File: config.mk
export PLATFORM = sky130hd
export DESIGN_NAME = fixed_reference_temp_control
export DESIGN_NICKNAME = d
export VERILOG_FILES = /design/src/logic/fixed_reference_pkg.sv /design/src/logic/settle_timer.sv /design/src/logic/fixed_reference_temp_control.sv
export SDC_FILE = /design/constraint.sdc
export NUM_CORES = 1
export LEC_CHECK = 0
export ABC_AREA = 1
export BUFFER_PORTS_ARGS = -buffer_cell sky130_fd_sc_hd__buf_2
export CAP_MARGIN = 5
export CORE_MARGIN = 2
export CORE_UTILIZATION = 55
export DETAILED_ROUTE_END_ITERATION = 12
export PLACE_DENSITY = 0.81
export SKIP_LAST_GASP = 1
export SYNTH_ARGS = -nofsm -noshare
export SYNTH_HDL_FRONTEND = slang
export SYNTH_SLANG_ARGS = --single-unit
File: constraint.sdc
create_clock -name clk -period 2.3 [get_ports clk]
set_input_delay 0.46 -clock clk [delete_from_list [all_inputs] [get_ports clk]]
set_output_delay 0.46 -clock clk [all_outputs]
set_load 0.005 [all_outputs]
File: src/logic/fixed_reference_pkg.sv
/*
 Package for the fixed reference and temperature indicator control block:
 register offsets, field positions, reset values and settle timing.
 Assumes a single 100 MHz clock and a plain strobe register port.
*/
package fixed_reference_pkg;

	// ------------------------------------------------------------
	// register offsets
	// ------------------------------------------------------------
	localparam logic [3:0] ADDR_CONTROL = 4'h0;
	localparam logic [3:0] ADDR_IRQ_STATUS = 4'h1;
	localparam logic [3:0] ADDR_IRQ_ENABLE = 4'h2;
	localparam logic [3:0] ADDR_IRQ_CLEAR = 4'h3;

	// ------------------------------------------------------------
	// control register fields
	// ------------------------------------------------------------
	localparam int BIT_REF_ENABLE = 7;
	localparam int BIT_REF_READY = 6;
	localparam int BIT_TEMP_ENABLE = 5;
	localparam int BIT_TEMP_RANGE = 4;
	localparam int BIT_GAIN_HI = 1;
	localparam int BIT_GAIN_LO = 0;

	localparam logic [7:0] CONTROL_RESET = 8'h00;
	localparam logic [1:0] IRQ_RESET = 2'h0;

	// interrupt status bits
	localparam int IRQ_READY_RISE = 0;
	localparam int IRQ_READY_FALL = 1;

	typedef enum logic [1:0]
	{
		GAIN_OFF = 2'h0,
		GAIN_X1 = 2'h1,
		GAIN_X2 = 2'h2,
		GAIN_X4 = 2'h3
	} gain_e;

	// ------------------------------------------------------------
	// timing
	// ------------------------------------------------------------
	localparam int CLK_PERIOD_NS = 10;
	localparam int SETTLE_TIME_NS = 25000;
	localparam int SETTLE_CYCLES = (SETTLE_TIME_NS + CLK_PERIOD_NS - 1) / CLK_PERIOD_NS;

endpackage

File: src/logic/settle_timer.sv
/*
 Settle timer: counts clock cycles while run is high, raises done after
 the programmed count, restarts from zero whenever run drops.
 Assumes run is synchronous to clk.
*/
module settle_timer
	import fixed_reference_pkg::*;
#(
	parameter int COUNT = SETTLE_CYCLES
)
(
	input wire logic clk,
	input wire logic srst,
	input wire logic run,
	output logic done
);

	localparam int CW = $clog2(COUNT + 1);

	// refused at elaboration: a zero count would never raise done
	if (COUNT < 1)
		$error("settle_timer: COUNT must be at least one");

	typedef struct packed
	{
		logic [CW-1:0] count;
		logic done;
	} timer_s;

	timer_s state_reg;
	timer_s state_next;

	always_comb
	begin
		state_next = state_reg;
		if (!run)
		begin
			state_next.count = '0;
			state_next.done = 1'b0;
		end
		else if (!state_reg.done)
		begin
			if (state_reg.count == CW'(COUNT - 1))
				state_next.done = 1'b1;
			else
				state_next.count = state_reg.count + CW'(1);
		end
	end

	always_ff @(posedge clk)
	begin
		if (srst)
			state_reg <= '0;
		else
			state_reg <= state_next;
	end

	assign done = state_reg.done;

endmodule

File: src/logic/fixed_reference_temp_control.sv
/*
 Control and status logic for the fixed voltage reference and the die
 temperature indicator sharing it, with ready interrupt bookkeeping.
 Assumes the analog reference, gain amplifier and sensor live outside and
 follow the control outputs; register strobes are one cycle and synchronous.
*/
module fixed_reference_temp_control
	import fixed_reference_pkg::*;
#(
	parameter int SETTLE_COUNT = SETTLE_CYCLES,
	parameter bit STANDARD_VARIANT = 1'b0
)
(
	input wire logic clk,
	input wire logic srst,
	input wire logic [3:0] reg_addr,
	input wire logic [7:0] reg_wdata,
	input wire logic reg_write,
	input wire logic reg_read,
	output logic [7:0] reg_rdata,
	output logic reference_enable,
	output logic reference_ready,
	output logic temp_sense_enable,
	output logic temp_range_select,
	output logic [1:0] converter_reference_gain,
	output logic irq
);

	// refused at elaboration: the settle timer needs at least one cycle
	if (SETTLE_COUNT < 1)
		$error("fixed_reference_temp_control: SETTLE_COUNT below one");

	// ------------------------------------------------------------
	// state
	// ------------------------------------------------------------
	typedef struct packed
	{
		logic ref_en;
		logic temp_en;
		logic temp_rng;
		logic [1:0] gain;
		logic ready;
		logic [1:0] irq_status;
		logic [1:0] irq_enable;
		logic irq;
		logic [7:0] rdata;
	} ctrl_s;

	ctrl_s state_reg;
	ctrl_s state_next;
	logic settled;
	logic ready_now;

	function automatic logic hit(input logic [3:0] addr, input logic [3:0] target);
		hit = (addr == target);
	endfunction

	settle_timer #(
		.COUNT(SETTLE_COUNT)
	) u_settle (
		.clk(clk),
		.srst(srst),
		.run(state_reg.ref_en),
		.done(settled)
	);

	// ------------------------------------------------------------
	// next state
	// ------------------------------------------------------------
	always_comb
	begin
		logic [7:0] ctrl_word;
		logic [1:0] events;
		ctrl_word = 8'h00;
		events = 2'h0;
		state_next = state_reg;

		if (reg_write && hit(reg_addr, ADDR_CONTROL))
		begin
			state_next.ref_en = reg_wdata[BIT_REF_ENABLE];
			state_next.temp_en = reg_wdata[BIT_TEMP_ENABLE];
			state_next.temp_rng = reg_wdata[BIT_TEMP_RANGE];
			state_next.gain = reg_wdata[BIT_GAIN_HI:BIT_GAIN_LO];
		end
		if (reg_write && hit(reg_addr, ADDR_IRQ_ENABLE))
			state_next.irq_enable = reg_wdata[1:0];

		// ready drops on the same edge as the enable, so no read shows it alone;
		// the old enable term stops a stale done from a quick off-on write pair
		ready_now = settled & state_reg.ref_en & state_next.ref_en;
		if (STANDARD_VARIANT)
			ready_now = 1'b1;
		state_next.ready = ready_now;
		events[IRQ_READY_RISE] = ready_now & ~state_reg.ready;
		events[IRQ_READY_FALL] = ~ready_now & state_reg.ready;

		// a new event beats a clear in the same cycle
		if (reg_write && hit(reg_addr, ADDR_IRQ_CLEAR))
			state_next.irq_status = state_reg.irq_status & ~reg_wdata[1:0];
		state_next.irq_status = state_next.irq_status | events;
		state_next.irq = |(state_next.irq_status & state_next.irq_enable);

		ctrl_word[BIT_REF_ENABLE] = state_reg.ref_en;
		ctrl_word[BIT_REF_READY] = state_reg.ready;
		ctrl_word[BIT_TEMP_ENABLE] = state_reg.temp_en;
		ctrl_word[BIT_TEMP_RANGE] = state_reg.temp_rng;
		ctrl_word[BIT_GAIN_HI:BIT_GAIN_LO] = state_reg.gain;

		// unmapped and write-only addresses read zero
		state_next.rdata = 8'h00;
		if (reg_read)
		begin
			unique case (reg_addr)
				ADDR_CONTROL: state_next.rdata = ctrl_word;
				ADDR_IRQ_STATUS: state_next.rdata = {6'h00, state_reg.irq_status};
				ADDR_IRQ_ENABLE: state_next.rdata = {6'h00, state_reg.irq_enable};
				default: state_next.rdata = 8'h00;
			endcase
		end
	end

	always_ff @(posedge clk)
	begin
		if (srst)
		begin
			state_reg <= '0;
			state_reg.ready <= STANDARD_VARIANT;
		end
		else
			state_reg <= state_next;
	end

	// ------------------------------------------------------------
	// outputs
	// ------------------------------------------------------------
	assign reg_rdata = state_reg.rdata;
	assign reference_enable = state_reg.ref_en;
	assign reference_ready = state_reg.ready;
	assign temp_sense_enable = state_reg.temp_en;
	assign temp_range_select = state_reg.temp_rng;
	assign converter_reference_gain = state_reg.gain;
	assign irq = state_reg.irq;

	// ------------------------------------------------------------
	// check helper: cycles spent enabled, saturating past the settle
	// ------------------------------------------------------------
	// kept outside the state struct: it only times the assertions below
	localparam int AGE_MAX = SETTLE_COUNT + 1;
	localparam int AW = $clog2(AGE_MAX + 1);
	logic [AW-1:0] en_age_reg;

	always_ff @(posedge clk)
	begin
		if (srst || !reference_enable)
			en_age_reg <= '0;
		else if (en_age_reg != AW'(AGE_MAX))
			en_age_reg <= en_age_reg + AW'(1);
	end

	// ------------------------------------------------------------
	// assertions
	// ------------------------------------------------------------
	property p_enable_write;
		@(posedge clk) disable iff (srst)
		reg_write && reg_addr == ADDR_CONTROL |=> reference_enable == $past(reg_wdata[7]);
	endproperty
	a_enable_write: assert property (p_enable_write) else $error("enable bit not written");

	property p_ready_needs_settle;
		@(posedge clk) disable iff (srst)
		!STANDARD_VARIANT && $rose(reference_enable) |-> !reference_ready [*1] ##1 !reference_ready;
	endproperty
	a_ready_needs_settle: assert property (p_ready_needs_settle) else $error("ready too early");

	property p_ready_rises;
		@(posedge clk) disable iff (srst)
		!STANDARD_VARIANT && SETTLE_COUNT <= 900 && $rose(reference_enable)
		|-> ##[1:1000] (reference_ready || !reference_enable);
	endproperty
	a_ready_rises: assert property (p_ready_rises) else $error("ready never rose");

	property p_ready_zero_disabled;
		@(posedge clk) disable iff (srst)
		!STANDARD_VARIANT && !reference_enable |-> !reference_ready;
	endproperty
	a_ready_zero_disabled: assert property (p_ready_zero_disabled) else $error("ready while off");

	property p_ready_standard;
		@(posedge clk) disable iff (srst)
		STANDARD_VARIANT |-> reference_ready;
	endproperty
	a_ready_standard: assert property (p_ready_standard) else $error("standard ready low");

	property p_temp_write;
		@(posedge clk) disable iff (srst)
		reg_write && reg_addr == ADDR_CONTROL
		|=> temp_sense_enable == $past(reg_wdata[5]) && temp_range_select == $past(reg_wdata[4]);
	endproperty
	a_temp_write: assert property (p_temp_write) else $error("temp bits not written");

	property p_gain_write;
		@(posedge clk) disable iff (srst)
		reg_write && reg_addr == ADDR_CONTROL |=> converter_reference_gain == $past(reg_wdata[1:0]);
	endproperty
	a_gain_write: assert property (p_gain_write) else $error("gain not written");

	property p_reserved_zero;
		@(posedge clk) disable iff (srst)
		reg_read && reg_addr == ADDR_CONTROL |=> reg_rdata[3:2] == 2'h0;
	endproperty
	a_reserved_zero: assert property (p_reserved_zero) else $error("reserved bits nonzero");

	property p_reset_zero;
		@(posedge clk)
		srst |=> {reference_enable, 1'b0, temp_sense_enable, temp_range_select, 2'b00,
			converter_reference_gain} == CONTROL_RESET
			&& reference_ready == STANDARD_VARIANT
			&& state_reg.irq_status == IRQ_RESET && state_reg.irq_enable == IRQ_RESET
			&& !irq && reg_rdata == 8'h00;
	endproperty
	a_reset_zero: assert property (p_reset_zero) else $error("control not reset");

	property p_restart;
		@(posedge clk) disable iff (srst)
		!STANDARD_VARIANT && $fell(reference_enable) ##1 reference_enable |=> !reference_ready;
	endproperty
	a_restart: assert property (p_restart) else $error("settle did not restart");

	property p_settled_first;
		@(posedge clk) disable iff (srst)
		!STANDARD_VARIANT && reference_ready |-> en_age_reg == AW'(AGE_MAX);
	endproperty
	a_settled_first: assert property (p_settled_first) else $error("ready early");

	property p_ready_due;
		@(posedge clk) disable iff (srst)
		!STANDARD_VARIANT && reference_enable && en_age_reg == AW'(AGE_MAX) |-> reference_ready;
	endproperty
	a_ready_due: assert property (p_ready_due) else $error("ready late");

	property p_idle_rdata;
		@(posedge clk) disable iff (srst)
		!reg_read |=> reg_rdata == 8'h00;
	endproperty
	a_idle_rdata: assert property (p_idle_rdata) else $error("read data not idle");

	property p_ctrl_read;
		@(posedge clk) disable iff (srst)
		reg_read && reg_addr == ADDR_CONTROL
		|=> reg_rdata[BIT_REF_ENABLE] == $past(reference_enable)
			&& reg_rdata[BIT_REF_READY] == $past(reference_ready)
			&& reg_rdata[BIT_GAIN_HI:BIT_GAIN_LO] == $past(converter_reference_gain);
	endproperty
	a_ctrl_read: assert property (p_ctrl_read) else $error("control read wrong");

	property p_read_ready_off;
		@(posedge clk) disable iff (srst)
		!STANDARD_VARIANT && reg_read && reg_addr == ADDR_CONTROL
		|=> !(reg_rdata[BIT_REF_READY] && !reg_rdata[BIT_REF_ENABLE]);
	endproperty
	a_read_ready_off: assert property (p_read_ready_off) else $error("ready read off");

	property p_std_read;
		@(posedge clk) disable iff (srst)
		STANDARD_VARIANT && reg_read && reg_addr == ADDR_CONTROL
		|=> reg_rdata[BIT_REF_READY];
	endproperty
	a_std_read: assert property (p_std_read) else $error("standard read ready low");

	property p_rise_sets;
		@(posedge clk) disable iff (srst)
		$rose(reference_ready) |-> state_reg.irq_status[IRQ_READY_RISE];
	endproperty
	a_rise_sets: assert property (p_rise_sets) else $error("rise not flagged");

	// a fall caused by reset itself is not an event
	property p_fall_sets;
		@(posedge clk) disable iff (srst)
		$fell(reference_ready) && !$past(srst) |-> state_reg.irq_status[IRQ_READY_FALL];
	endproperty
	a_fall_sets: assert property (p_fall_sets) else $error("fall not flagged");

	property p_control_hold;
		@(posedge clk) disable iff (srst)
		!(reg_write && reg_addr == ADDR_CONTROL)
		|=> $stable(reference_enable) && $stable(temp_sense_enable)
			&& $stable(temp_range_select) && $stable(converter_reference_gain);
	endproperty
	a_control_hold: assert property (p_control_hold) else $error("control moved");

	// ------------------------------------------------------------
	// covers of the main scenarios
	// ------------------------------------------------------------
	c_ready: cover property (@(posedge clk) disable iff (srst) $rose(reference_ready));
	c_irq: cover property (@(posedge clk) disable iff (srst) $rose(irq));
	c_gain4: cover property (@(posedge clk) disable iff (srst) converter_reference_gain == GAIN_X4);
	c_ready_fall: cover property (@(posedge clk) disable iff (srst) $fell(reference_ready));
	c_restart: cover property (@(posedge clk) disable iff (srst)
		$fell(reference_enable) ##1 reference_enable);

endmodule

==> results.toml <==
[cts]
cts_inserted_buffers = 5
postCtsSetupBuffers = 0
cts-root-buf = "clkbuf_4"
cts_tree = "yes"
clock_sinks = 30
cts_resized = 0
clock_path_buffers = 2
clkTransAtPathRegs_ns = 0.09
cts.htree.levels = 2
hold_buffers = 0
clk-insertion-delay-late_ns = 0.33

[die]
num_rows = 19
die_w_microns = 58.26
die_height_microns = 58.26
core_region_area_sq_um = 2781
ioPinCount = 31
start_util = 0.5821
dieArea_sq_um = 3394

[run_status]
outcome = "complete, no violations"

[synth]
yosysTopAreaCellShare = 0.3709
synth-simple-area-share = 0.3501
syn_area_sq_um = 1619
yosysWarnings = 0
synth_top_family_by_area = "simple AND/OR/NAND/NOR gates"
synth_mux_area_frac = 0
syn_avg_cell_area_sq_um = 6.890
ys_ff_latch = 30
synthAdderAreaFrac = 0.007728
yosysSeqAreaShare = 0.3709
syn_inst = 235
synthDistinctLibCells = 26
yosysTopAreaCell = "dfxtp_1"
synth_compound_area_frac = 0.1036
synth_xor_area_frac = 0.02705
synthTopCellsByArea = "dfxtp_1 (37%), nand2_1 (16%), inv_1 (6.7%)"

[global_route]
grt_usage = 0.2018
grt_pass1_vias = 1197
antenna_found_initial = 0
grt_start_max_net_pins = 13
grt_pass1_wl_mm = 5.112
grt_overflow_total = 0

[timing]
fmax_mhz = 615.0
grt_setup_unrepaired = "no"
drv_slew = 0
finClkSkew_ns = 0.005155
final_critical_path_setup_slack_ns = 0.6739
report.final.hold_viol_count = 0
tns_ns = 0
finalCriticalPeriod_ns = 1.626
finalSetupViolCount = 0
hold_slack_ns = 0.4095
fin_crit_sh = 0.7070

[setup_path]
rr_startpoint = "u_settle.state_reg[1]$_SDFFE_PP0P_"
criticalPathCategory = "reg2reg"
r2r_end = "u_settle.state_reg[8]$_SDFFE_PP0P_"
required_ns = 2.57
start_kind = "flop"
crit_path_max_fanout = 12
r2r_slack_ns = 0.67
end_kind = "flop"
arrival_ns = 1.89
reg2regPathDepth = 7

[detailed_routing]
wirelength_mm = 3.002
drc = 0
dr.pass1.iters = 4
drtIter0Drc = 75
wl_per_cell_microns = 10.57
avgViaCountPerCell = 4.986
drtAntennaViolNets = 0
vias = 1416

[layout]
finish.utilization = 0.6226
syn2layout_area_growth_pct = 6.955
seq_area_sq_um = 600.6
largest_reg_flops = 12
n_fill_cell = 260
drive_above_1_share = 0.2055
stdcell_area_sq_um = 1732
nets = 271
final_cell_count_no_fill = 284
n_antenna_cell = 0
multiInputGateArea_sq_um = 798.3

[power_and_ir_drop]
power.share.sequential = 0.600
power_switching_mw = 0.1984
ir_drop_mv = 0.4610
power.total_mw = 0.8709
p_comb_frac = 0.045
swShare = 0.2278
p_leak_nw = 0.7561
clock_power_share = 0.355
power.density_nw_per_um2 = 502.9
p_int_mw = 0.6725

[hold_path]
min_path_type = "in2reg"
holdPathEnd = "temp_sense_enable$_SDFFE_PP0N_"
hold_start = "reg_wdata[5]"
hold_depth = 3

[placement]
placed_cell_area_sq_um = 1680
place_congestion = 0.8513
pre_cts_ws_ns = 0.6769
port-buffer-count = 25
dpl.hpwl_mm = 2.261
dp.cells = 278

[job]
cap_violations = 0
==> layout by cell type, fill, tap and decap left out, types with 2 or more instances in the layout <==
master / count
a21oi_1: 13
a21oi_2: 7
buf_2: 25
clkbuf_4: 5
conb_1: 2
dfxtp_1: 30
inv_1: 29
nand2_1: 67
nand2_2: 6
nand3_1: 18
nand4_1: 5
nor2_1: 20
nor2_2: 2
nor3_1: 5
o21ai_0: 5
xor2_1: 5
==> per-layer routing <==
metal,vias up,track usage,part of all wire
li1,763,-,-
met3,3,0.06696,0.045
met5,-,0,0
met1,620,0.2507,0.48
met4,0,0.08638,0.0093
met2,30,0.3198,0.47
==> critical path, cell delays in order, from the launching register on <==
cell,delay (ns)
dfxtp_1,0.41
ha_1,0.31
nand2_1,0.08
nor2_1,0.13
nand3_2,0.12
nand2_2,0.25
nand2_1,0.11
a21oi_2,0.14
==> final cells by class <==
type | instances | area share
multi-input cells | 161 | 0.4610
flip-flops and latches | 30 | 0.3468
repair buffers | 25 | 0.07225
inverters | 31 | 0.06792
clock buffers | 6 | 0.02962
well taps | 31 | 0.02240
==> kinds of logic (layout without fill, tap and decap cells) <==
logic type | after synthesis | in the layout
buf+inv | 45 | 62
xor+xnor | 5 | 5
other cells | 1 | 2
fa+ha+maj | 1 | 1
flops | 30 | 30
simple gates | 127 | 127
compound gates | 26 | 26
==> synth_stat cells <==
cell       n
a21oi_4    1
buf_6      2
a21oi_2    7
clkinv_2   1
o21ai_0    5
conb_1     1
nand4_1    5
xor2_1     5
inv_1     29
nor3_1     5
dfxtp_1   30
inv_2      1
nand3_1   18
nand2_1   67
ha_1       1
nand3_2    1
nand3b_1   1
nand2_2    6
a21oi_1   13
nor3_2     1
clkbuf_1   1
buf_4     10
nor2_2     2
nor3_4     1
buf_2      1
nor2_1    20
==> worst max path at each step <==
stage,start,to,slack (ns),depth (start not counted)
global placement,u_settle.state_reg[1]$_SDFFE_PP0P_,u_settle.state_reg[7]$_SDFFE_PP0P_,0.71,7
global route,u_settle.state_reg[1]$_SDFFE_PP0P_,u_settle.state_reg[8]$_SDFFE_PP0P_,0.49,7
CTS,u_settle.state_reg[1]$_SDFFE_PP0P_,u_settle.state_reg[8]$_SDFFE_PP0P_,0.68,7
detailed placement,reg_addr[3],temp_range_select$_SDFFE_PP0N_,0.68,7
floorplan,u_settle.state_reg[1]$_SDFFE_PP0P_,u_settle.state_reg[7]$_SDFFE_PP0P_,0.91,8
finish,u_settle.state_reg[1]$_SDFFE_PP0P_,u_settle.state_reg[8]$_SDFFE_PP0P_,0.67,7
==> power groups by stage <==
stage | logic, mW | registers, mW | clock network [mW]
2_1_floorplan | 0.0220 | 0.535 | 0
3_3_place_gp | 0.0381 | 0.535 | 0
3_5_place_dp | 0.0392 | 0.535 | 0
4_1_cts | 0.0394 | 0.523 | 0.312
5_1_grt | 0.0450 | 0.523 | 0.335
6_report | 0.0393 | 0.523 | 0.309
Power figures use the tool's default switching activity.
